`config.mk`:
```
export PLATFORM = sky130hd
export DESIGN_NAME = periodic_keyboard_scanner
export DESIGN_NICKNAME = d
export VERILOG_FILES = /design/src/inc/scanner_pkg.sv /design/src/rtl/periodic_keyboard_scanner.sv
export VERILOG_INCLUDE_DIRS = /design/src /design/src/inc
export SDC_FILE = /design/constraint.sdc
export NUM_CORES = 1
export LEC_CHECK = 0
export BUFFER_PORTS_ARGS = -buffer_cell sky130_fd_sc_hd__buf_2
export CELL_PAD_IN_SITES_DETAIL_PLACEMENT = 1
export CELL_PAD_IN_SITES_GLOBAL_PLACEMENT = 2
export CORE_ASPECT_RATIO = 0.75
export CORE_MARGIN = 3
export CORE_UTILIZATION = 33
export DETAILED_ROUTE_END_ITERATION = 12
export HOLD_SLACK_MARGIN = 0.05
export PLACE_DENSITY_LB_ADDON = 0.08
export RECOVER_POWER = 100
export REMOVE_ABC_BUFFERS = 1
export SLEW_MARGIN = 40
export SYNTH_ARGS = -nofsm -noshare
export SYNTH_HDL_FRONTEND = slang
export SYNTH_SLANG_ARGS = --single-unit
```
`constraint.sdc`:
```
create_clock -name aclk -period 2.1 [get_ports aclk]
set_clock_uncertainty 0.1 [all_clocks]
set_input_delay 0.105 -clock aclk [delete_from_list [all_inputs] [get_ports aclk]]
set_output_delay 0.105 -clock aclk [all_outputs]
set_load 0.05 [all_outputs]
```
`src/inc/periodic_keyboard_scanner_params.svh`:
```
`ifndef PERIODIC_KEYBOARD_SCANNER_PARAMS_SVH
`define PERIODIC_KEYBOARD_SCANNER_PARAMS_SVH

// ****************************************
// register byte offsets
// ****************************************
`define AUX_TIMER_CONTROL_OFFSET     8'h00
`define IRQ_ENABLE_CONTROL_OFFSET    8'h04
`define TICK_RELOAD_VALUE_OFFSET     8'h08
`define TICK_COUNT_LOW_OFFSET        8'h0C
`define TICK_COUNT_HIGH_OFFSET       8'h10
`define PROGRAM_RUNNING_FLAG_OFFSET  8'h14
`define JIFFY_COUNT_OFFSET           8'h18
`define ROW_STATE_LOW_OFFSET         8'h1C
`define ROW_STATE_HIGH_OFFSET        8'h20
`define IRQ_STATUS_OFFSET            8'h24
`define IRQ_MASK_OFFSET              8'h28

// ****************************************
// field positions and values
// ****************************************
`define CONTINUOUS_MODE_BIT          6
`define TICK_ENABLE_BIT              6
`define STATUS_TICK_BIT              0
`define STATUS_BREAK_BIT             1
`define ROW_COUNT                    8
`define LAST_ROW                     3'h7
`define COLUMN_SHIFT                 3
`define BREAK_ROW_TWO_VALUE          8'h1E
`define BREAK_ROW_THREE_VALUE        8'h0F
`define JIFFY_LOW_MAX                8'hFF
`define RESP_OKAY                    2'b00
`define RESP_SLVERR                  2'b10

// ****************************************
// reset values
// ****************************************
`define AUX_TIMER_CONTROL_RESET      8'h00
`define IRQ_ENABLE_CONTROL_RESET     8'h00
`define IRQ_MASK_RESET               2'h0

// ****************************************
// timing
// ****************************************
`define CLOCK_HZ                     10_000_000
`define TICK_RATE_HZ                 60
`define TICK_CYCLES                  (`CLOCK_HZ / `TICK_RATE_HZ)

`endif

```
`src/inc/scanner_pkg.sv`:
```
package scanner_pkg;

   typedef struct packed {
      logic [7:0]  awaddr;
      logic        awvalid;
      logic [31:0] wdata;
      logic [3:0]  wstrb;
      logic        wvalid;
      logic        bready;
      logic [7:0]  araddr;
      logic        arvalid;
      logic        rready;
   } axil_req_type;

   typedef struct packed {
      logic        awready;
      logic        wready;
      logic        bvalid;
      logic [1:0]  bresp;
      logic        arready;
      logic        rvalid;
      logic [31:0] rdata;
      logic [1:0]  rresp;
   } axil_rsp_type;

   typedef enum logic [2:0] {
      SCAN_IDLE   = 3'b000,
      SCAN_SETTLE = 3'b001,
      SCAN_SAMPLE = 3'b010,
      SCAN_COUNT  = 3'b011,
      SCAN_CHECK  = 3'b100
   } scan_state_type;

endpackage

```
`src/rtl/periodic_keyboard_scanner.sv`:
```
// Our own choices: the register addresses and register access over AXI4-Lite.
`timescale 1ns/1ns
`include "periodic_keyboard_scanner_params.svh"

// Operation
// - timer expiry gives a 60 per second tick, each starting one service cycle
// - timer reloads and repeats in continuous mode; it drives no pin
// - ticks are signalled only once the tick interrupt enable is set
// - reading the low count register clears the pending tick
// - the full matrix scan finishes before the jiffy counter advances
// - jiffy counter is two bytes; high byte steps when low byte wraps
// - break check happens only while the program running flag is nonzero
// - row two byte must equal 0x1E for a break
// - row three byte must equal 0x0F too; both needed for a break
// - thirty keys sit in six rows of five columns
// - two five-button joysticks are rows six and seven, eight rows total
// - each scan visits eight rows, overwriting one stored byte per row
// - a 3-bit row number drives the low port bits to the row switch
// - five column bits from upper port bits are stored shifted right by three
// - scan starts at row zero and steps by one after each stored row
// - column bits are active low; one means released
module periodic_keyboard_scanner
#(
   parameter logic [31:0] TICK_CYCLES = `TICK_CYCLES
)
(
   input  wire logic                      aclk,
   input  wire logic                      aresetn,
   input  wire scanner_pkg::axil_req_type axil_req,
   output      scanner_pkg::axil_rsp_type axil_rsp,
   input  wire logic [7:0]                row_select_column_port_in,
   output      logic [2:0]                row_select_column_port_out,
   output      logic                      irq,
   output      logic                      break_request
);
   import scanner_pkg::*;

   // ****************************************
   // register bus state
   // ****************************************
   logic                          aw_held;
   logic [7:0]                    aw_addr;
   logic                          w_held;
   logic [31:0]                   w_data;
   logic [3:0]                    w_strb;
   logic                          bvalid;
   logic [1:0]                    bresp;
   logic                          rvalid;
   logic [31:0]                   rdata;
   logic [1:0]                    rresp;
   logic                          do_write;
   logic                          read_take;
   logic [31:0]                   next_rdata;
   logic                          next_rhit;

   // ****************************************
   // software visible registers and block state
   // ****************************************
   logic [7:0]                    aux_timer_control;
   logic [7:0]                    irq_enable_control;
   logic [31:0]                   tick_reload_value;
   logic [31:0]                   tick_count;
   logic                          timer_run;
   logic [7:0]                    program_running_flag;
   logic [7:0]                    jiffy_low;
   logic [7:0]                    jiffy_high;
   logic [7:0]                    row_state_bytes [`ROW_COUNT];
   logic [1:0]                    irq_status;
   logic [1:0]                    irq_mask;
   scan_state_type                matrix_scan_step;
   logic                          tick_expire;
   logic                          tick_fire;
   logic                          break_hit;
   logic                          low_count_read;
   logic [7:0]                    row_two_state;
   logic [7:0]                    row_three_state;

   function automatic logic [31:0] merge_bytes(input logic [31:0] old_value,
                                               input logic [31:0] new_value,
                                               input logic [3:0]  strobes);
      logic [31:0] merged;
      merged = old_value;
      for (int i = 0; i < 4; i++)
         if (strobes[i])
            merged[i*8 +: 8] = new_value[i*8 +: 8];
      return merged;
   endfunction

   // ****************************************
   // AXI4-Lite slave
   // ****************************************
   assign do_write  = aw_held && w_held && !bvalid;
   assign read_take = axil_req.arvalid && !rvalid;

   // address and data may come in either order; one write at a time
   always_ff @(posedge aclk)
   begin
      if (!aresetn)
      begin
         aw_held <= 1'b0;
         aw_addr <= 8'h00;
         w_held  <= 1'b0;
         w_data  <= 32'h0000_0000;
         w_strb  <= 4'h0;
         bvalid  <= 1'b0;
         bresp   <= `RESP_OKAY;
      end
      else
      begin
         if (axil_req.awvalid && !aw_held && !bvalid)
         begin
            aw_held <= 1'b1;
            aw_addr <= axil_req.awaddr;
         end
         if (axil_req.wvalid && !w_held && !bvalid)
         begin
            w_held <= 1'b1;
            w_data <= axil_req.wdata;
            w_strb <= axil_req.wstrb;
         end
         if (do_write)
         begin
            aw_held <= 1'b0;
            w_held  <= 1'b0;
            bvalid  <= 1'b1;
            bresp   <= (aw_addr == `AUX_TIMER_CONTROL_OFFSET
                     || aw_addr == `IRQ_ENABLE_CONTROL_OFFSET
                     || aw_addr == `TICK_RELOAD_VALUE_OFFSET
                     || aw_addr == `PROGRAM_RUNNING_FLAG_OFFSET
                     || aw_addr == `IRQ_STATUS_OFFSET
                     || aw_addr == `IRQ_MASK_OFFSET) ? `RESP_OKAY : `RESP_SLVERR;
         end
         else if (bvalid && axil_req.bready)
            bvalid <= 1'b0;
      end
   end

   always_comb
   begin
      next_rdata = 32'h0000_0000;
      next_rhit  = 1'b1;
      if (axil_req.araddr == `AUX_TIMER_CONTROL_OFFSET)
         next_rdata = {24'h00_0000, aux_timer_control};
      else if (axil_req.araddr == `IRQ_ENABLE_CONTROL_OFFSET)
         next_rdata = {24'h00_0000, irq_enable_control};
      else if (axil_req.araddr == `TICK_RELOAD_VALUE_OFFSET)
         next_rdata = tick_reload_value;
      else if (axil_req.araddr == `TICK_COUNT_LOW_OFFSET)
         next_rdata = {16'h0000, tick_count[15:0]};
      else if (axil_req.araddr == `TICK_COUNT_HIGH_OFFSET)
         next_rdata = {16'h0000, tick_count[31:16]};
      else if (axil_req.araddr == `PROGRAM_RUNNING_FLAG_OFFSET)
         next_rdata = {24'h00_0000, program_running_flag};
      else if (axil_req.araddr == `JIFFY_COUNT_OFFSET)
         next_rdata = {16'h0000, jiffy_high, jiffy_low};
      else if (axil_req.araddr == `ROW_STATE_LOW_OFFSET)
         next_rdata = {row_state_bytes[3], row_state_bytes[2],
                       row_state_bytes[1], row_state_bytes[0]};
      else if (axil_req.araddr == `ROW_STATE_HIGH_OFFSET)
         next_rdata = {row_state_bytes[7], row_state_bytes[6],
                       row_state_bytes[5], row_state_bytes[4]};
      else if (axil_req.araddr == `IRQ_STATUS_OFFSET)
         next_rdata = {30'h0000_0000, irq_status};
      else if (axil_req.araddr == `IRQ_MASK_OFFSET)
         next_rdata = {30'h0000_0000, irq_mask};
      else
         next_rhit = 1'b0;
   end

   always_ff @(posedge aclk)
   begin
      if (!aresetn)
      begin
         rvalid <= 1'b0;
         rdata  <= 32'h0000_0000;
         rresp  <= `RESP_OKAY;
      end
      else if (read_take)
      begin
         rvalid <= 1'b1;
         rdata  <= next_rdata;
         rresp  <= next_rhit ? `RESP_OKAY : `RESP_SLVERR;
      end
      else if (rvalid && axil_req.rready)
         rvalid <= 1'b0;
   end

   assign low_count_read = read_take && axil_req.araddr == `TICK_COUNT_LOW_OFFSET;

   always_comb
   begin
      axil_rsp         = '0;
      axil_rsp.awready = !aw_held && !bvalid;
      axil_rsp.wready  = !w_held && !bvalid;
      axil_rsp.bvalid  = bvalid;
      axil_rsp.bresp   = bresp;
      axil_rsp.arready = !rvalid;
      axil_rsp.rvalid  = rvalid;
      axil_rsp.rdata   = rdata;
      axil_rsp.rresp   = rresp;
   end

   // ****************************************
   // control registers
   // ****************************************
   always_ff @(posedge aclk)
   begin
      if (!aresetn)
      begin
         aux_timer_control    <= `AUX_TIMER_CONTROL_RESET;
         irq_enable_control   <= `IRQ_ENABLE_CONTROL_RESET;
         tick_reload_value    <= TICK_CYCLES - 32'h0000_0001;
         program_running_flag <= 8'h00;
         irq_mask             <= `IRQ_MASK_RESET;
      end
      else if (do_write)
      begin
         if (aw_addr == `AUX_TIMER_CONTROL_OFFSET)
            aux_timer_control <= 8'(merge_bytes({24'h00_0000, aux_timer_control},
                                                w_data, w_strb));
         else if (aw_addr == `IRQ_ENABLE_CONTROL_OFFSET)
            irq_enable_control <= 8'(merge_bytes({24'h00_0000, irq_enable_control},
                                                 w_data, w_strb));
         else if (aw_addr == `TICK_RELOAD_VALUE_OFFSET)
            tick_reload_value <= merge_bytes(tick_reload_value, w_data, w_strb);
         else if (aw_addr == `PROGRAM_RUNNING_FLAG_OFFSET)
            program_running_flag <= 8'(merge_bytes({24'h00_0000, program_running_flag},
                                                   w_data, w_strb));
         else if (aw_addr == `IRQ_MASK_OFFSET && w_strb[0])
            irq_mask <= w_data[1:0];
      end
   end

   // ****************************************
   // tick timer
   // ****************************************
   assign tick_expire = timer_run && tick_count == 32'h0000_0000;
   assign tick_fire   = tick_expire && irq_enable_control[`TICK_ENABLE_BIT];

   // no pin output: expiry feeds the service cycle and the tick status bit
   always_ff @(posedge aclk)
   begin
      if (!aresetn)
      begin
         tick_count <= TICK_CYCLES - 32'h0000_0001;
         timer_run  <= 1'b1;
      end
      else if (do_write && aw_addr == `TICK_RELOAD_VALUE_OFFSET)
      begin
         // a new reload value restarts the period, also from one-shot stop
         tick_count <= merge_bytes(tick_reload_value, w_data, w_strb);
         timer_run  <= 1'b1;
      end
      else if (tick_expire)
      begin
         tick_count <= tick_reload_value;
         timer_run  <= aux_timer_control[`CONTINUOUS_MODE_BIT];
      end
      else if (timer_run)
         tick_count <= tick_count - 32'h0000_0001;
   end

   // ****************************************
   // service cycle: scan, count, break check
   // ****************************************
   assign row_two_state   = row_state_bytes[2];
   assign row_three_state = row_state_bytes[3];
   assign break_hit       = program_running_flag != 8'h00
                         && row_two_state == `BREAK_ROW_TWO_VALUE
                         && row_three_state == `BREAK_ROW_THREE_VALUE;

   // a tick landing mid service is dropped; a service is 18 clocks
   always_ff @(posedge aclk)
   begin
      if (!aresetn)
      begin
         matrix_scan_step           <= SCAN_IDLE;
         row_select_column_port_out <= 3'h0;
         break_request              <= 1'b0;
      end
      else
      begin
         break_request <= 1'b0;
         case (matrix_scan_step)
            SCAN_IDLE:
               if (tick_fire)
               begin
                  row_select_column_port_out <= 3'h0;
                  matrix_scan_step           <= SCAN_SETTLE;
               end
            SCAN_SETTLE:
               matrix_scan_step <= SCAN_SAMPLE;
            SCAN_SAMPLE:
               if (row_select_column_port_out == `LAST_ROW)
                  matrix_scan_step <= SCAN_COUNT;
               else
               begin
                  row_select_column_port_out <= 3'(row_select_column_port_out + 3'h1);
                  matrix_scan_step           <= SCAN_SETTLE;
               end
            SCAN_COUNT:
               matrix_scan_step <= SCAN_CHECK;
            SCAN_CHECK:
            begin
               break_request    <= break_hit;
               matrix_scan_step <= SCAN_IDLE;
            end
            default:
               matrix_scan_step <= SCAN_IDLE;
         endcase
      end
   end

   // rows 0..5 keyboard, 6..7 joysticks; bits kept raw, low means pressed
   always_ff @(posedge aclk)
   begin
      if (!aresetn)
      begin
         for (int i = 0; i < `ROW_COUNT; i++)
            row_state_bytes[i] <= 8'hFF >> `COLUMN_SHIFT;
      end
      else if (matrix_scan_step == SCAN_SAMPLE)
      begin
         row_state_bytes[row_select_column_port_out] <=
            row_select_column_port_in >> `COLUMN_SHIFT;
      end
   end

   always_ff @(posedge aclk)
   begin
      if (!aresetn)
      begin
         jiffy_low  <= 8'h00;
         jiffy_high <= 8'h00;
      end
      else if (matrix_scan_step == SCAN_COUNT)
      begin
         jiffy_low <= 8'(jiffy_low + 8'h01);
         if (jiffy_low == `JIFFY_LOW_MAX)
            jiffy_high <= 8'(jiffy_high + 8'h01);
      end
   end

   // ****************************************
   // interrupt status, set wins over clear
   // ****************************************
   always_ff @(posedge aclk)
   begin
      if (!aresetn)
         irq_status <= 2'h0;
      else
      begin
         for (int i = 0; i < 2; i++)
            if (do_write && aw_addr == `IRQ_STATUS_OFFSET && w_strb[0] && w_data[i])
               irq_status[i] <= 1'b0;
         if (low_count_read)
            irq_status[`STATUS_TICK_BIT] <= 1'b0;
         if (tick_fire)
            irq_status[`STATUS_TICK_BIT] <= 1'b1;
         if (matrix_scan_step == SCAN_CHECK && break_hit)
            irq_status[`STATUS_BREAK_BIT] <= 1'b1;
      end
   end

   assign irq = |(irq_status & irq_mask);

endmodule

```
# After elaboration in Yosys (flattened, before gate mapping)
# Memory sizes are Yosys's and may differ from the RTL's.
# Cells that the tools add are included.
[totals]
register_bits = 200
mem_bits_rw = 40
inputBits = 67
out_inout_bits = 46
n_memories = 1
[memory_table]
columns = ["name", "words", "width", "read_ports", "rd_clocked_by_memory_dff", "wr", "line", "rtl"]
rows = [
  ["row_state_bytes", 8, 5, 8, 0, 8, "periodic_keyboard_scanner.sv:67", "logic [7:0] row_state_bytes [`ROW_COUNT];"],
]
[classes]
add_sub_neg = 4
n_eq_ne = 25
n_mux = 53
n_bitwise = 6
reduce_logical = 55
[op_table]
columns = ["cell", "n"]
rows = [
  ["32-bit two-way mux", 12],
  ["8-bit by 5-bit == test with 1-bit output (second input constant)", 6],
  ["8-bit by 6-bit == test with 1-bit output (second input constant)", 5],
  ["8-bit by 4-bit == test with 1-bit output (second input constant)", 4],
  ["32-bit logical NOT", 1],
  ["8-bit two-way mux", 4],
  ["32-bit by 1-bit subtractor with 32-bit output (second input constant)", 1],
  ["1-bit two-way mux", 25],
  ["1-bit logical AND", 23],
  ["8-bit by 1-bit adder with 8-bit output (second input constant)", 2],
  ["8-bit by 3-bit == test with 1-bit output (second input constant)", 2],
  ["8-bit logical NOT", 2],
  ["3-bit two-way mux", 4],
  ["3-bit one-hot mux with 4 select lines", 1],
  ["6-bit AND reduction", 2],
  ["2-bit two-way mux", 5],
  ["8-bit == test (second input constant)", 1],
  ["4-bit AND reduction", 2],
  ["2-bit nonzero test", 4],
  ["8-bit nonzero test", 1],
  ["3-bit by 2-bit == test with 1-bit output (second input constant)", 2],
  ["3-bit == test (second input constant)", 2],
  ["3-bit one-hot mux with 2 select lines", 1],
  ["3-bit AND reduction", 2],
  ["13 further kinds", 29],
]

# Logic depth before layout (Yosys ltp)
# Gate-level depths: netlist of the first run.
[logic_depth]
depth_word = 13
depth_mapped = 10
ltp_nobuf = 8

# Worst setup path after synthesis of the first run
# No wires, ideal clock.
[synth_path]
path_kind = "register to register"
startpoint = "register tick_count[18]"
endpoint = "register row_select_column_port_out[1]"
setup_time_ns = 0.126
t_arrival_ns = 2.071
required_ns = 1.874
slack_ns = -0.197
stages_incl_launch_ff = 9
n_path_buf = 2
period_less_slack_ns = 2.297
path_cell_list = "dfxtp_1 > buf_6 > or4_4 > or3_1 > buf_6 > nor3_4 > nand3_1 > o41ai_2 > nor2_1"
[synth_via]
elab_chain_len = 5
[synth_rtl]
columns = ["item", "line", "rtl"]
rows = [
  ["start, declared", "periodic_keyboard_scanner.sv:62", "logic [31:0] tick_count;"],
  ["start signal, assigned", "periodic_keyboard_scanner.sv:245", "tick_count <= TICK_CYCLES - 32'h0000_0001;"],
  ["start signal, assigned", "periodic_keyboard_scanner.sv:251", "tick_count <= merge_bytes(tick_reload_value, w_data, w_strb);"],
  ["start signal, assigned", "periodic_keyboard_scanner.sv:256", "tick_count <= tick_reload_value;"],
  ["32-bit logical NOT", "periodic_keyboard_scanner.sv:237", "assign tick_expire = timer_run && tick_count == 32'h0000_0000;"],
  ["1-bit logical AND", "periodic_keyboard_scanner.sv:237", ""],
  ["1-bit logical AND", "periodic_keyboard_scanner.sv:238", "assign tick_fire = tick_expire && irq_enable_control[`TICK_ENABLE_BIT];"],
  ["2-bit != test (no line)", "n/a", ""],
  ["3-bit AND reduction (no line)", "n/a", ""],
  ["end signal, assigned", "periodic_keyboard_scanner.sv:298", "row_select_column_port_out <= 3'(row_select_column_port_out + 3'h1);"],
  ["end, declared", "periodic_keyboard_scanner.sv:32", "output logic [2:0] row_select_column_port_out,"],
]
# No other way between the ends.
# A chain may end at the register's enable or synchronous reset.

# Worst setup path in the final report of the first run
[layout_path]
startpoint = "register tick_count[21]"
endpoint = "register tick_count[0]"
[layout_via]
elab_chain_len = 4
word_cells_on_any_way = 5
[layout_rtl]
columns = ["item", "line", "rtl"]
rows = [
  ["32-bit logical NOT (*)", "periodic_keyboard_scanner.sv:237", ""],
  ["1-bit logical AND (*)", "periodic_keyboard_scanner.sv:237", ""],
  ["32-bit two-way mux", "periodic_keyboard_scanner.sv:254", "else if (tick_expire)"],
  ["32-bit two-way mux", "periodic_keyboard_scanner.sv:248", "else if (do_write && aw_addr == `TICK_RELOAD_VALUE_OFFSET)"],
]
# Every way passes the cells marked *; elsewhere a longest branch is shown, timed or not.

==> results.toml, run 1 <==
[setup_path]
max_stage_delay_ps = 540
path_cells = "or4_4 > or3_4 > nor3_4 > buf_12 > buf_12 > nor3_2 > a311oi_1 > o21bai_1"
cpMostUsedCell = "buf_12"
cp_slowest_cell = "or4_4"
path_class = "flip-flop to flip-flop"
critPathBufInv = 2
cp-end-kind = "flip-flop"
start_kind = "flip-flop"
required_ps = 2430
critPathMaxFanout = 7
crit_family = "simple AND/OR/NAND/NOR gates"
arrival_ps = 2620

[synth]
syn_area_per_cell_um2 = 8.805
seq_area_frac_synth_pct = 43.16
ys_types = 75
ys_seq_elements = 238
ys_warn_count = 0
ys.flop_type = "dfxtp_1"
synth_enable_flop_cells = 40
synthCells = 1359
synthArstFlopShare_pct = 0
synth_area_um2 = 11970

[final_layout]
diodes = 0
finalNonFillerCells = 2132
syn2layout_area_growth_pct = 37.50
final_area_um2 = 16450
drive_gt1_share_pct = 27.46
fillers = 4028
nNetsFinal = 1726

[cts]
cts_sinks = 238
cts_max_path_buffers = 3
h-tree-depth = 1
clkTransAtPathRegs_ps = 60
root_buffer = "clkbuf_16"
cts_made_buffers = 28
cts_tree = "done"
clk_latency_ps = 560

[sta]
setup_violations = 35
setup_tns_ps = -3348
min_period_ps = 2295
maxSlewHeadroom_pct = 47.39
whs_ps = 213.3
report.final.slew_viol_count = 0
finalWorstSetupSlack_ps = -195.3
fmax_ghz = 0.4357
rsz0062_at_grt = "true"
max_slew.worst_pin.slew_ps = 786.2
hold_viol = 0
period_share_pct = 109.3

[outcome]
violations = "negative setup slack"
status = "complete, but fails checks"

[routing]
routed_via_density = 5.359
routed_wl_mm = 45.72
routedWlPerCell_um = 21.45
dr.pass1.iters = 5
drtIter0Drc = 770
drc = 0
ant_nets = 0
via_count = 11430

[placed_design]
place_congestion = 0.8593
dp_hpwl_mm = 32.47
io_buffers = 107
placedCellCount = 1992
placed_area_um2 = 14060

[power_and_ir_drop]
power_uw = 11450
seqPwrFrac_pct = 42.2
power.density_nw_per_um2 = 695.9
leakage_uw = 0.006259
clockPowerShare_pct = 47.4
internal_power_uw = 8552
p_sw_share_pct = 25.32
combPwrFrac_pct = 10.5
vdd_drop_max_mv = 0.4815
switching_power_uw = 2899

[floorplan]
dieArea_um2 = 38610
rows = 59
coreArea_um2 = 35210
initial_utilization_pct = 33.98
die_y_um = 170.9
io_pins = 113
die_w_um = 225.9

[global_routing]
antenna_found_initial = 0
grt_pass1_wl_mm = 69.72
grt_pass1_vias = 11680
grt_max_degree = 93
grtUsageTotal_pct = 23.26
gr-total-overflow = 0

[hold_path]
hold_class = "input port to flip-flop"

[flow_run]
max_cap_violations = 0
cell usage after synthesis (5+ instances only):
cell,number,area [um2]
xnor2_1,17,148.9
clkbuf_1,80,300.3
inv_1,11,41.29
a22o_1,19,166.4
ha_1,6,75.07
dfxtp_1,198,3964
and2_1,18,112.6
or3_1,13,81.33
a21oi_1,40,200.2
nand4_1,12,75.07
and3_1,7,43.79
or2_2,21,131.4
o21ai_0,77,385.4
a21boi_0,77,578.1
o211ai_1,6,45.04
buf_1,10,37.54
a221oi_1,6,52.55
o221ai_1,6,52.55
nor2b_1,57,356.6
nand3_1,78,390.4
o22ai_1,6,37.54
a31oi_1,22,137.6
nor4b_1,8,70.07
nor4_1,11,68.82
a22oi_1,10,75.07
a222oi_1,10,100.1
nor2_1,59,221.5
nor3_1,21,105.1
mux2i_1,73,730.7
o31ai_1,8,60.06
buf_4,5,37.54
edfxtp_1,40,1201
nand2b_1,22,137.6
nand2_1,200,750.7
xor2_1,15,131.4
mux2_2,12,135.1
worst min-delay path: stages:
cell     delay [ps]
buf_2           210
nand2_1          90
nand2_1          70
a21oi_1         150
a21oi_1          70
a21oi_1         130
cells by family (layout without fill, tap and decap cells):
family                   after synthesis  in the layout  synth area share [%]
buffers and inverters                113            428                 3.931
flip-flops                           238            238                 43.16
multiplexers                          88             88                 7.800
XOR/XNOR                              32             32                 2.342
adder cells (fa/ha/maj)                6              6                0.6273
AO/OA/AOI/OAI                        324            324                 18.48
AND/OR/NAND/NOR                      557            557                 23.63
other                                  1              2               0.03134
per-layer routing:
metal	track usage [%]	share of wire [%]	routed length, um	up-vias
met5	0	0	0	-
met4	4.417	1.6	745	0
met3	3.242	4.2	1905	51
met2	36.74	45	20420	235
met1	34.09	50	22650	5652
li1	-	-	-	5487
registers in the layout (all words and copies together), names as in the netlist, 32 cells and up:
register	cells
rdata	32
row_state_bytes	40
tick_count	32
tick_reload_value	32
w_data	32
stage by stage:
stage	utilization [%]	setup slack, ps
final	46.73	-195.3
after CTS	45.74	-186.4
after global placement	39.93	-188.6
after global routing	46.73	-318.0
after floorplan	-	-879.2
after detailed placement	39.93	-250.1
layout by cell type (no fill, tap or decap), types with 11 or more instances in the layout:
master,synthesis,layout
a21boi_0,77,72
a21oi_1,40,35
a22o_1,19,19
a31oi_1,22,21
and2_1,18,14
buf_12,0,13
buf_2,4,108
buf_4,5,149
buf_6,3,17
clkbuf_16,0,31
dfxtp_1,198,193
dlygate4sd3_1,0,73
edfxtp_1,40,40
inv_1,11,11
mux2_2,12,12
mux2i_1,73,72
nand2_1,200,192
nand2b_1,22,21
nand3_1,78,74
nand4_1,12,12
nor2_1,59,51
nor2b_1,57,57
nor3_1,21,17
o21ai_0,77,56
o21ai_1,2,17
or2_2,21,21
or3_1,13,12
xnor2_1,17,16
xor2_1,15,15
repair_timing:
action	CTS	global route
buffers inserted	10	5
pin swaps	18	33
setup endpoints to repair	46	153
endpoints found under the hold margin	107	0
gates cloned	1	2
hold buffers	73	0
resized for setup	54	83
path summary, 6_finish.rpt:
kind / start / end / slack, ps / cells past startpoint
worst max-delay path: tick_count[21] / tick_count[0] / -200 / 8
worst min register to register: w_data[9] / w_data[9] / 370 / 2
worst min-delay path: axil_req[5] / rdata[1] / 210 / 6
worst max register to register: tick_count[21] / tick_count[0] / -200 / 8
power groups by stage:
stage          Combinational, uW  Clock (uW)  Sequential, uW
4_1_cts                     1170        5530            4830
2_1_floorplan                427           0            4980
6_report                    1200        5420            4830
3_3_place_gp                1030           0            4930
5_1_grt                     1300        5720            4840
3_5_place_dp                1040           0            4930
final cells by class:
type                    instances  area (um2)  share of cell area [%]
inverters                      11       41.29                  0.2509
multi-input cells            1009        6733                   40.92
clock buffers                  36       802.0                   4.874
repair buffers                365        2919                   17.74
well taps                     457       571.8                   3.475
flip-flops and latches        238        5171                   31.43
clock inverters                16       216.5                   1.315
No activity file was read; power rests on OpenSTA's default activity.
==> inputs of run 2 (changes only) <==
PLACE_DENSITY = 0.83   (was not set)
PLACE_DENSITY_LB_ADDON = not set   (was 0.08)
TNS_END_PERCENT = 100   (was not set)
==> run 2 against run 1 <==
  * The flow still finishes with violations (negative setup slack)
  * Critical path depth did not move
  * Hold slack worse by 200 ps
  * Final area down 3.2%
  * Combinational power barely moved
  * Critical endpoint unchanged
  * Global-route usage shrank 1.0 points
  * Power is 5.1% lower
  * First-iteration DRC count is 7.1% higher
  * Via count is 0.53% higher
  * Maximum frequency grew 0.25%
  * Worst setup slack improved by 5.7 ps
==> results.toml, run 2 (synthesis gave the netlist of run 1 again) <==
[outcome]
status = "complete, but fails checks"
violations = "negative setup slack"

[cts]
clk_latency_ps = 550
h-tree-depth = 1
root_buffer = "clkbuf_16"
cts_sinks = 238
clkTransAtPathRegs_ps = 60
cts_max_path_buffers = 3
cts_tree = "done"
cts_made_buffers = 27

[final_layout]
mostFrequentLayoutCells = "196 x nand2_1, 194 x dfxtp_1, 118 x buf_4, 74 x nand3_1"
top_register = "row_state_bytes"
syn2layout_area_growth_pct = 33.06
diodes = 0
final_util_pct = 45.22
final_common_cell = "nand2_1"
largest_reg_flops = 40
drive_gt1_share_pct = 22.23
nNetsFinal = 1705

[global_routing]
grt_pass1_vias = 11800
grtUsageTotal_pct = 22.23
gr-usage-met3_pct = 3.431
grt-busiest-layer = "met2"
antenna_found_initial = 0
gr-total-overflow = 0
met1_usage_pct = 31.29
grt_max_degree = 82
grt_pass1_wl_mm = 67.76
grt_use_met2_pct = 35.97

[placed_design]
place_congestion = 0.9168
dp_hpwl_mm = 30.77
io_buffers = 107

[routing]
routed_via_density = 5.449
drtIter0Drc = 825
ant_nets = 0
routedWlPerCell_um = 21.06
via_count = 11490
drc = 0
routed_wl_mm = 44.40
dr.pass1.iters = 9

[power_and_ir_drop]
power.density_nw_per_um2 = 682.1
power_uw = 10860
leakage_uw = 0.005819
vdd_drop_max_mv = 0.4683

[sta]
maxSlewHeadroom_pct = 54.85
hold_viol = 0
min_period_ps = 2290
period_share_pct = 109.0
rsz0062_at_grt = "true"
max_slew.worst_pin.slew_ps = 677.2
setup_tns_ps = -2230
fmax_ghz = 0.4368
finalWorstSetupSlack_ps = -189.5
report.final.slew_viol_count = 0
setup_violations = 32

[setup_path]
path_class = "flip-flop to flip-flop"
r2r_slack_ps = -190
max_stage_delay_ps = 530
required_ps = 2430
critPathMaxFanout = 7
critPathBufInv = 2
arrival_ps = 2620
cp_slowest_cell = "or4_4"
crit_family = "simple AND/OR/NAND/NOR gates"
start_kind = "flip-flop"
cpMostUsedCell = "nor3_4"
path_cells = "or4_4 > or3_4 > nor3_4 > buf_6 > buf_12 > nor3_4 > a311oi_2 > o21bai_1"
cp-end-kind = "flip-flop"

[floorplan]
coreArea_um2 = 35210
io_pins = 113
die_w_um = 225.9
die_y_um = 170.9
initial_utilization_pct = 33.98
rows = 59
dieArea_um2 = 38610

[hold_path]
hold_class = "input port to flip-flop"

[flow_run]
max_cap_violations = 0
-- run 2: cell count changes in the layout (fill, tap and decap cells not counted), sizes merged --
| cell | previous run | this run |
|---|---|---|
| buf | 288 | 206 |
| clkinvlp | 2 | 1 |
| bufinv | 5 | 3 |
| clkbuf | 40 | 99 |
| clkinv | 8 | 10 |
-- run 2: worst paths after layout --
path                                     start       endpoint  cells past startpoint
worst max-delay path            tick_count[18]  tick_count[0]                      8
worst min-delay path              axil_req[11]      w_data[6]                      5
worst max register to register  tick_count[18]  tick_count[0]                      8
worst min register to register      w_data[11]     w_data[11]                      2
-- run 2: worst reg2reg max path: stages, from the launching register on --
cell      delay (ps)
dfxtp_2          320
or4_4            530
or3_4            370
nor3_4           200
buf_6            160
buf_12           140
nor3_4            50
a311oi_2         200
o21bai_1         100
-- run 2: layout make-up --
| cell class | count | area [um2] |
|---|---|---|
| Fill cell | 4064 | 19290 |
| Multi-Input combinational cell | 1009 | 6674 |
| Sequential cell | 238 | 5172 |
| Timing Repair Buffer | 345 | 2580 |
| Clock buffer | 33 | 728.2 |
| Tap cell | 457 | 571.8 |
| Clock inverter | 15 | 155.1 |
| Inverter | 11 | 41.29 |
-- run 2: repair_timing --
action / in CTS / in global routing
gates resized for setup: 50 / 73
buffers inserted: 8 / 6
setup endpoints to repair: 38 / 77
hold buffers: 73 / 0
pin swaps: 19 / 27
endpoints found under the hold margin: 142 / 0
gates cloned: 1 / 1
-- run 2: power breakdown --
part           switching [uW]  internal (uW)
combinational             702            491
sequential                101           4730
clock                    2020           2820
-- run 2: through the flow --
stage	setup slack, ps	instance area, um2	instances	hold slack (ps)
floorplan	-879.2	11540	1258	76.83
global placement	-171.0	13910	1973	250.4
detailed placement	-211.0	13910	1973	265.9
CTS	-111.7	15820	2103	76.47
global route	-239.7	15920	2108	53.07
finish	-189.5	15920	2108	17.85
-- run 2: per-layer routing --
layer  routed length (um)  part of all wire [%]  vias to the layer above
li1                     -                     -                     5425
met1                20790                    47                     5683
met2                19990                    45                      306
met3                 2443                   5.5                       72
met4                 1181                   2.7                        0
met5                    0                     0                        -
